## src/pkg/egsp_map.vh

```
// constants for the emulation global stop pulser
// Operation
// RULE1: a low seen on the bused outgoing event line starts a low pulse inward
// RULE2: inward pulse lasts over one test clock period and under 10 us
// RULE3: while external count is enabled the inward line stays high, never driven
// RULE4: in external count the processor pins are push-pull, carry and halted status
// RULE5: an inactive event pin is released and never drives the shared line
// RULE6: signal events pull the line low through open-collector drive only
// RULE7: outside sources stay inactive whenever any processor counts externally
// RULE8: a processor set up for it halts when its event pin goes low
// RULE9: the shared signal is split into inward and outward paths at the edge
// RULE10: software returns the outgoing event pins high after a stop event
// RULE11: one pulse per low level; rearm only after the outgoing line is high
// RULE12: the pulse width comes from a counter on the local clock
`ifndef EGSP_MAP_VH
`define EGSP_MAP_VH
`define EGSP_CLK_MHZ        40
`define EGSP_TCK_PERIOD_NS  100
`define EGSP_PULSE_MAX_US   10
`define EGSP_PULSE_NS       1000
`define EGSP_CNT_W          9
`endif

```

## src/core/egsp_pulser.v

```verilog
// board-level global stop pulser for one pair of emulation event lines
`timescale 1ns/1ps
`include "egsp_map.vh"
module egsp_pulser #(
   parameter CLK_MHZ  = `EGSP_CLK_MHZ,
   parameter PULSE_NS = `EGSP_PULSE_NS
) (
   // clock and reset
   input  wire clk,
   input  wire resetn,
   // bused outgoing event line from the boards
   input  wire event_out_line,
   // count enable from the analysis equipment
   input  wire external_count_enable,
   // incoming event line, open-collector
   input  wire event_in_line_i,
   output wire event_in_line_o,
   output wire event_in_line_oe,
   // status
   output wire pulse_active
);

   ////////////////////////////////////////////////////////////////
   // pulse timing, all in local clock cycles
   // pulse length, rounded down to stay under the upper bound
   localparam integer PULSE_CYC_RAW = (PULSE_NS * CLK_MHZ) / 1000;
   // one test clock period, rounded up so that one cycle more is surely longer
   localparam integer TCK_CYC       = (`EGSP_TCK_PERIOD_NS * CLK_MHZ + 999) / 1000;
   localparam integer MAX_CYC       = `EGSP_PULSE_MAX_US * CLK_MHZ;
   // a width set outside the window is pulled back into it
   localparam integer PULSE_CYC_LO  = (PULSE_CYC_RAW <= TCK_CYC) ? TCK_CYC + 1 : PULSE_CYC_RAW;
   localparam integer PULSE_CYC_HI  = (PULSE_CYC_LO >= MAX_CYC) ? MAX_CYC - 1 : PULSE_CYC_LO;
   localparam integer PULSE_CYC     = (PULSE_CYC_HI < 1) ? 1 : PULSE_CYC_HI;
   // the counter saturates at its own width; a faster clock needs a wider counter
   localparam integer CNT_MAX       = (1 << `EGSP_CNT_W) - 1;
   localparam integer LAST_INT      = (PULSE_CYC - 1 > CNT_MAX) ? CNT_MAX : PULSE_CYC - 1;
   localparam [`EGSP_CNT_W-1:0] CNT_LAST = LAST_INT[`EGSP_CNT_W-1:0];

   ////////////////////////////////////////////////////////////////
   // state codes
   localparam [1:0] ST_IDLE    = 2'h0;
   localparam [1:0] ST_PULSE   = 2'h1;
   localparam [1:0] ST_WAIT    = 2'h2;
   localparam [1:0] ST_RELEASE = 2'h3;

   ////////////////////////////////////////////////////////////////
   // pin positions in the synchroniser bank
   localparam integer PIN_OUT  = 0;
   localparam integer PIN_CNT  = 1;
   localparam integer PIN_BACK = 2;
   localparam integer PIN_N    = 3;

   ////////////////////////////////////////////////////////////////
   // every pin is asynchronous to clk and passes two flip-flops
   // resetting to high keeps the block passive until real levels arrive
   wire [PIN_N-1:0] pin_raw;
   wire [PIN_N-1:0] pin_s;
   assign pin_raw[PIN_OUT]  = event_out_line;
   assign pin_raw[PIN_CNT]  = external_count_enable;
   assign pin_raw[PIN_BACK] = event_in_line_i;
   genvar gi;
   generate
      for (gi = 0; gi < PIN_N; gi = gi + 1) begin : g_sync
         egsp_sync #(
            .RESET_VAL (1'b1)
         ) u_sync (
            .clk    (clk),
            .resetn (resetn),
            .d      (pin_raw[gi]),
            .q      (pin_s[gi])
         );
      end
   endgenerate

   ////////////////////////////////////////////////////////////////
   // state, counter and drive registers
   reg [1:0]             st_q;
   reg [1:0]             st_d;
   reg [`EGSP_CNT_W-1:0] cnt_q;
   reg [`EGSP_CNT_W-1:0] cnt_d;
   reg                   drive_q;
   reg                   drive_d;

   ////////////////////////////////////////////////////////////////
   // qualified conditions
   wire out_low_s;
   wire cnt_en_s;
   wire line_free_s;
   wire start_ok;
   wire start_blocked;
   wire pulse_done;
   wire rearm_ok;
   assign out_low_s     = ~pin_s[PIN_OUT];
   assign cnt_en_s      = pin_s[PIN_CNT];
   assign line_free_s   = pin_s[PIN_BACK];
   // in external count the processor pins are push-pull, so this driver stays off
   assign start_ok      = out_low_s && !cnt_en_s; // RULE1 RULE3 RULE4
   // a low seen during counting is ignored and needs a fresh high to rearm
   assign start_blocked = out_low_s && cnt_en_s; // RULE3 RULE11
   assign pulse_done    = (cnt_q == CNT_LAST); // RULE2 RULE12
   // split paths: our own pulse must have left the inward line before rearming
   assign rearm_ok      = !out_low_s && line_free_s; // RULE9 RULE11

   ////////////////////////////////////////////////////////////////
   // next state
   always @* begin
      st_d  = st_q;
      cnt_d = cnt_q;
      case (st_q)
         ST_IDLE: begin
            if (start_ok) begin // RULE1
               st_d  = ST_PULSE;
               cnt_d = {`EGSP_CNT_W{1'b0}};
            end else if (start_blocked) begin // RULE3
               st_d = ST_WAIT;
            end
         end
         ST_PULSE: begin
            if (cnt_en_s) begin // RULE3
               st_d = ST_RELEASE;
            end else if (pulse_done) begin // RULE2 RULE12
               st_d = ST_RELEASE;
            end else begin
               cnt_d = cnt_q + 1'b1; // RULE12
            end
         end
         ST_RELEASE: begin
            // the readback lags the drive by the synchroniser, so this takes a few cycles
            cnt_d = {`EGSP_CNT_W{1'b0}};
            if (line_free_s) begin // RULE9
               st_d = ST_WAIT;
            end
         end
         ST_WAIT: begin
            if (rearm_ok) begin // RULE11
               st_d = ST_IDLE;
            end
         end
         default: begin
            st_d  = ST_IDLE;
            cnt_d = {`EGSP_CNT_W{1'b0}};
         end
      endcase
   end
   always @(posedge clk) begin
      if (!resetn) begin
         st_q  <= ST_IDLE;
         cnt_q <= {`EGSP_CNT_W{1'b0}};
      end else begin
         st_q  <= st_d;
         cnt_q <= cnt_d;
      end
   end

   ////////////////////////////////////////////////////////////////
   // open-collector: drive low only, otherwise released to the pullup
   // registered so the pin never glitches while the state decodes
   always @* begin
      drive_d = 1'b0;
      if ((st_d == ST_PULSE) && !cnt_en_s) begin // RULE3 RULE4
         // the low level halts every processor set up to stop on it
         drive_d = 1'b1; // RULE1 RULE8
      end
   end
   always @(posedge clk) begin
      if (!resetn) begin
         drive_q <= 1'b0;
      end else begin
         drive_q <= drive_d; // RULE5 RULE6 RULE9
      end
   end
   assign event_in_line_o  = 1'b0; // RULE6
   assign event_in_line_oe = drive_q;
   assign pulse_active     = drive_q;
endmodule // egsp_pulser

```

## src/core/egsp_sync.v

```verilog
// two flip-flop synchroniser for one pin level
`timescale 1ns/1ps
module egsp_sync #(
   parameter RESET_VAL = 1'b1
) (
   // clock and reset
   input  wire clk,
   input  wire resetn,
   // level
   input  wire d,
   output wire q
);
   reg meta_q;
   reg sync_q;
   always @(posedge clk) begin
      if (!resetn) begin
         meta_q <= RESET_VAL;
         sync_q <= RESET_VAL;
      end else begin
         meta_q <= d;
         sync_q <= meta_q;
      end
   end
   assign q = sync_q;
endmodule // egsp_sync

```

## config.mk

```make
export PLATFORM = sky130hd
export DESIGN_NAME = egsp_pulser
export DESIGN_NICKNAME = d
export VERILOG_FILES = /design/src/core/egsp_pulser.v /design/src/core/egsp_sync.v
export VERILOG_INCLUDE_DIRS = /design/src /design/src/pkg
export SDC_FILE = /design/constraint.sdc
export NUM_CORES = 1
export LEC_CHECK = 0
export BUFFER_PORTS_ARGS = -buffer_cell sky130_fd_sc_hd__buf_4
export CAP_MARGIN = 20
export CELL_PAD_IN_SITES_DETAIL_PLACEMENT = 1
export CELL_PAD_IN_SITES_GLOBAL_PLACEMENT = 1
export CORE_MARGIN = 3
export CORE_UTILIZATION = 30
export DETAILED_ROUTE_END_ITERATION = 12
export HOLD_SLACK_MARGIN = 0.03
export PLACE_DENSITY_LB_ADDON = 0.1
export SYNTH_ARGS = -nofsm -noshare
export SYNTH_HDL_FRONTEND = slang
export SYNTH_HIERARCHICAL = 1
export SYNTH_SLANG_ARGS = --single-unit
```

## constraint.sdc

```tcl
create_clock -name clk -period 1.6 [get_ports clk]
set_input_delay 0.16 -clock clk [delete_from_list [all_inputs] [get_ports clk]]
set_output_delay 0.16 -clock clk [all_outputs]
set_load 0.02 [all_outputs]
```

# Word-level counts from Yosys, hierarchy flattened
# Index checks and enable logic that the tools add are counted.
# word_totals
regBits	18
# op_classes
add_sub_neg	1
n_eq_ne	8
muxes	12
n_bitwise	1
n_reduce_logical	8
# ops
cell	count
$mux 9	3
$pmux 9 s3	1
$mux 2	6
$add 9x1->9 const B	1
$eq 9x6->1 const B	1
$pmux 2 s4	1
$ne 2x2->1 const B	3
$eq 2x1->1 const B	2
$eq 2x2->1 const B	2
$logic_and 1x1->1	4
$reduce_and 4->1	1
$reduce_bool 3->1	1
$logic_not 2->1	1
$logic_not 1->1	1
$mux 1	1
$not 1->1	1

# Depth between registers and ports, before layout
# logic_depth
ltp_word	8
ltp_mapped	6

# Cells and area by module
# Netlist, hierarchy kept.
# modules_own_cells
mod	instances	cells_each	area_each_um2	seq_area_each_um2
egsp_pulser	1	74	649.4	240.2
egsp_sync	3	4	52.6	40.0

# Worst setup path after synthesis
# Ideal clock, no wire load.
# synth_timing
kind	register -> register
startpoint	register cnt_q[0]
endpoint	register cnt_q[3]
setup_time_ns	0.068
t_arrival_ns	1.613
t_required_ns	1.532
path_slack_ns	-0.080
path_stages_with_launch	7
n_path_buf	1
synth_period_minus_slack_ns	1.680
cell_sequence	dfxtp_1 ha_1 and2_1 and4_1 buf_6 or4_4 a21oi_2
# synth_via
elab_chain_cells	4
elab_cells_between_ends	7
# synth_rtl
element	line_no	source
start: declaration	egsp_pulser.v:79	reg [`EGSP_CNT_W-1:0] cnt_q;
start signal: assignment	egsp_pulser.v:148	cnt_q <= {`EGSP_CNT_W{1'b0}};
start signal: assignment	egsp_pulser.v:151	cnt_q <= cnt_d;
$add 9x1->9	egsp_pulser.v:124	cnt_d = cnt_q + 1'b1;
$mux 9	egsp_pulser.v:121	end else if (pulse_done) begin
$mux 9	egsp_pulser.v:119	if (cnt_en_s) begin
$pmux 9 s3	egsp_pulser.v:109	case (st_q)
# Parallel ways exist; a longest one is shown, timed or not. The select of a mux whose other input is x is not followed.
# A chain may end at the register's enable or synchronous reset.

# Worst setup path in the final report
# layout_timing
startpoint	register cnt_q[1]
endpoint	register cnt_q[0]
# layout_via
elab_chain_cells	3
# layout_rtl
element	line_no	source
$eq 9x6->1	egsp_pulser.v:100	assign pulse_done = (cnt_q == CNT_LAST);
$ne 2x2->1 (no source line)	-	
$reduce_and 4->1 (no source line)	-	
# Every way passes these cells.

==> results.py <==
metrics = {
    "outcome": {
        "status": "complete, no violations",
    },
    "drt": {
        "wire_per_inst_microns": 13.3,
        "first_pass_iters": 4,
        "vias_per_cell": 5.24,
        "ant_nets": 0,
        "vias": 692,
        "totalWireLength_microns": 1760,
        "drcViolationCount": 0,
        "drt_iter0_drc": 7,
    },
    "hold_path": {
        "hp-class": "input pin to flip-flop",
        "whs_path_depth": 2,
    },
    "cells_and_area": {
        "nNetsFinal": 109,
        "drive_above_1_share_pct": 33.3,
        "n_antenna_cell": 0,
        "design_area_sq_mm": 0.00100,
        "areaGrowthSynthToFinish_pct": 24.5,
    },
    "cts": {
        "cts_max_level": 1,
        "cts_made_buffers": 3,
        "cts_max_path_buffers": 2,
        "cts.sinks": 18,
        "clock_latency_ns": 0.30,
        "cts.reportedPaths.clkPinSlew_ns": 0.11,
        "clockRootBuffer": "clkbuf_4",
        "cts_tree": "built",
    },
    "timing": {
        "slew_violations": 0,
        "hold_viol": 0,
        "finClkSkew_ns": 0.00256,
        "period_share_pct": 97.0,
        "clock.fmax_ghz": 0.644,
        "finalWorstSetupSlack_ns": 0.0476,
        "min_period_ns": 1.55,
        "rsz0062_at_grt": "false",
        "setup_violations": 0,
    },
    "global_routing": {
        "grt_overflow": 0,
        "antenna_found_initial": 0,
        "grt_max_degree": 12,
        "gr-usage-all-layers_pct": 12.0,
        "grt_pass1_wl_microns": 3140,
        "grt_pass1_vias": 684,
    },
    "pwr": {
        "p_leak_nw": 0.390,
        "p_int_mw": 0.622,
        "comb_power_share_pct": 7.0,
        "seqPwrFrac_pct": 56.9,
        "p_total_mw": 0.812,
        "pwr_density_cell_mw_per_mm2": 808,
        "ir_worst_vdd_mv": 0.515,
        "switchingPower_mw": 0.190,
        "clkPwrFrac_pct": 36.1,
        "sw_frac_of_total_pct": 23.4,
    },
    "die": {
        "die_h_microns": 57.9,
        "die-area_sq_mm": 0.00335,
        "initial_core_util_pct": 32.0,
        "core_area_sq_mm": 0.00252,
        "row_count": 18,
        "io_pins": 8,
        "die_x_microns": 57.9,
    },
    "logic_synthesis": {
        "yosys.area_share.simple_pct": 30.1,
        "syn_nets": 92,
        "synth_top_family_by_area": "simple AND/OR/NAND/NOR gates",
        "ys.warnings.count": 6,
        "synth-seq-cells": 18,
        "seq_area_frac_synth_pct": 44.7,
        "avgSynthCellArea_sq_um": 9.38,
        "synth_mux_area_share_pct": 0,
        "synthAdderAreaFrac_pct": 1.55,
        "synth.distinct_cells": 34,
        "synth_area_sq_um": 807,
        "synth_xor_area_share_pct": 3.26,
        "synthCells": 86,
        "synth_compound_area_share_pct": 15.2,
    },
    "placed_design": {
        "gp_congestion": 0.827,
        "dp_hpwl_microns": 1270,
        "placed_area_sq_um": 943,
        "portBuffers": 6,
        "post-place-ws_ns": -0.0216,
    },
    "worst_setup_path": {
        "path_class": "flip-flop to flip-flop",
        "critPathRequiredTime_ns": 1.84,
        "reg2reg_depth": 5,
        "endpoint_kind": "flip-flop",
        "crit_buf_inv": 0,
        "cp_data_arrival_time_ns": 1.79,
        "slowest_stage": "or4_1",
        "path_delay_family": "simple AND/OR/NAND/NOR gates",
        "startpoint_type": "flip-flop",
        "critPathMaxStageDelay_ns": 0.49,
        "crit_chain": "ha_4 -> and2_4 -> and4_4 -> or4_1 -> a21oi_2",
        "crit_fanout": 6,
        "critical_path_depth": 5,
    },
    "flow_run": {
        "maxCapViolCount": 0,
    },
}
==> layout make-up <==
| class | instances | area (sq um) |
|---|---|---|
| fillers | 299 | 1520 |
| multi-input cells | 62 | 438 |
| flip-flops and latches | 18 | 365 |
| repair buffers | 16 | 120 |
| well taps | 30 | 37.5 |
| clock buffers | 4 | 36.3 |
| inverters | 2 | 7.51 |
==> per-layer routing <==
metal	up-vias	global-route usage [%]	routed length, microns
met5	-	0	0
met4	0	4.97	26
met3	4	2.00	44
met2	10	17.9	753
met1	333	17.2	931
li1	345	-	-
==> per-stage QoR <==
step,cells,hold WS [ns],TNS (ns),utilization [%]
after detailed placement,127,0.351,-0.0326,37.4
after floorplan,86,0.233,0,-
after global routing,132,0.0430,0,39.8
after CTS,132,0.0342,0,39.6
final,132,0.0371,0,39.8
after global placement,127,0.343,-0.000793,37.4
==> flip-flops by register name (all words and copies together) (netlist names) <==
register and count:
g_sync.u_sync/meta_q 3, cnt_q 9, st_q 2, event_in_line_oe 1, g_sync.u_sync/q 3
==> placed cells by master, fill, tap and decap left out, types with 2 or more instances in the layout <==
cell type,instances
or4_1,2
inv_1,2
or3_1,2
nand4b_1,2
o31ai_1,3
nand2b_1,7
clkbuf_4,3
dfxtp_1,16
a21oi_1,4
and3_1,2
o21ai_0,3
nand4_1,4
and2_1,2
buf_4,16
xor2_1,3
nor2_1,6
a21oi_2,2
nand3_1,3
==> kinds of logic (layout without fill, tap and decap cells) <==
| logic type | Yosys count | count (layout) |
|---|---|---|
| DFF | 18 | 18 |
| buffers and inverters | 6 | 22 |
| other | 1 | 1 |
| adders and majority gates | 1 | 1 |
| xor gates and xnor gates | 3 | 3 |
| AOI/OAI and AO/OA | 18 | 18 |
| and+or+nand+nor | 39 | 39 |
==> power by group through the flow <==
stage               Sequential, mW  Clock [mW]  Combinational, mW
floorplan                    0.472           0             0.0299
global placement             0.474           0             0.0539
detailed placement           0.474           0             0.0547
CTS                          0.462       0.304             0.0565
global route                 0.464       0.318             0.0628
finish                       0.462       0.294             0.0565
==> synth_stat cells <==
cell type	instances	area, sq um
a21oi_1	5	25.0
a21oi_2	1	8.76
and2_1	3	18.8
and3_1	2	12.5
and4_1	1	8.76
buf_2	1	5.00
buf_4	2	15.0
buf_6	1	11.3
conb_1	1	3.75
dfxtp_1	18	360
ha_1	1	12.5
inv_1	2	7.51
nand2_1	1	3.75
nand2b_1	7	43.8
nand3_1	3	15.0
nand4_1	4	25.0
nand4b_1	2	17.5
nor2_1	6	22.5
nor2b_1	2	12.5
nor4_1	1	6.26
nor4b_1	1	8.76
o211ai_1	1	7.51
o21a_1	1	7.51
o21ai_0	3	15.0
o21ai_1	1	5.00
o21ba_2	1	10.0
o21bai_2	1	11.3
o31ai_1	3	22.5
o32a_1	1	10.0
or2b_2	1	8.76
or3_1	2	12.5
or4_1	2	15.0
or4_4	1	11.3
xor2_1	3	26.3
==> final timing paths <==
kind                                         startpoint                 endpoint  slack, ns
worst max register to register                 cnt_q[1]                 cnt_q[0]       0.05
worst min-delay path              external_count_enable  g_sync[1].u_sync/meta_q       0.04
worst max-delay path                           cnt_q[1]                 cnt_q[0]       0.05
worst min register to register  g_sync[1].u_sync/meta_q       g_sync[1].u_sync/q       0.43
==> repair_timing <==
action | 4_1_cts | 5_1_grt
setup endpoints to repair | 7 | 6
gates cloned | 0 | 0
resized for setup | 5 | 2
hold buffers | 0 | 0
hold endpoints to repair | 0 | 0
setup buffers | 1 | 0
No activity file was read; power rests on OpenSTA's default activity.
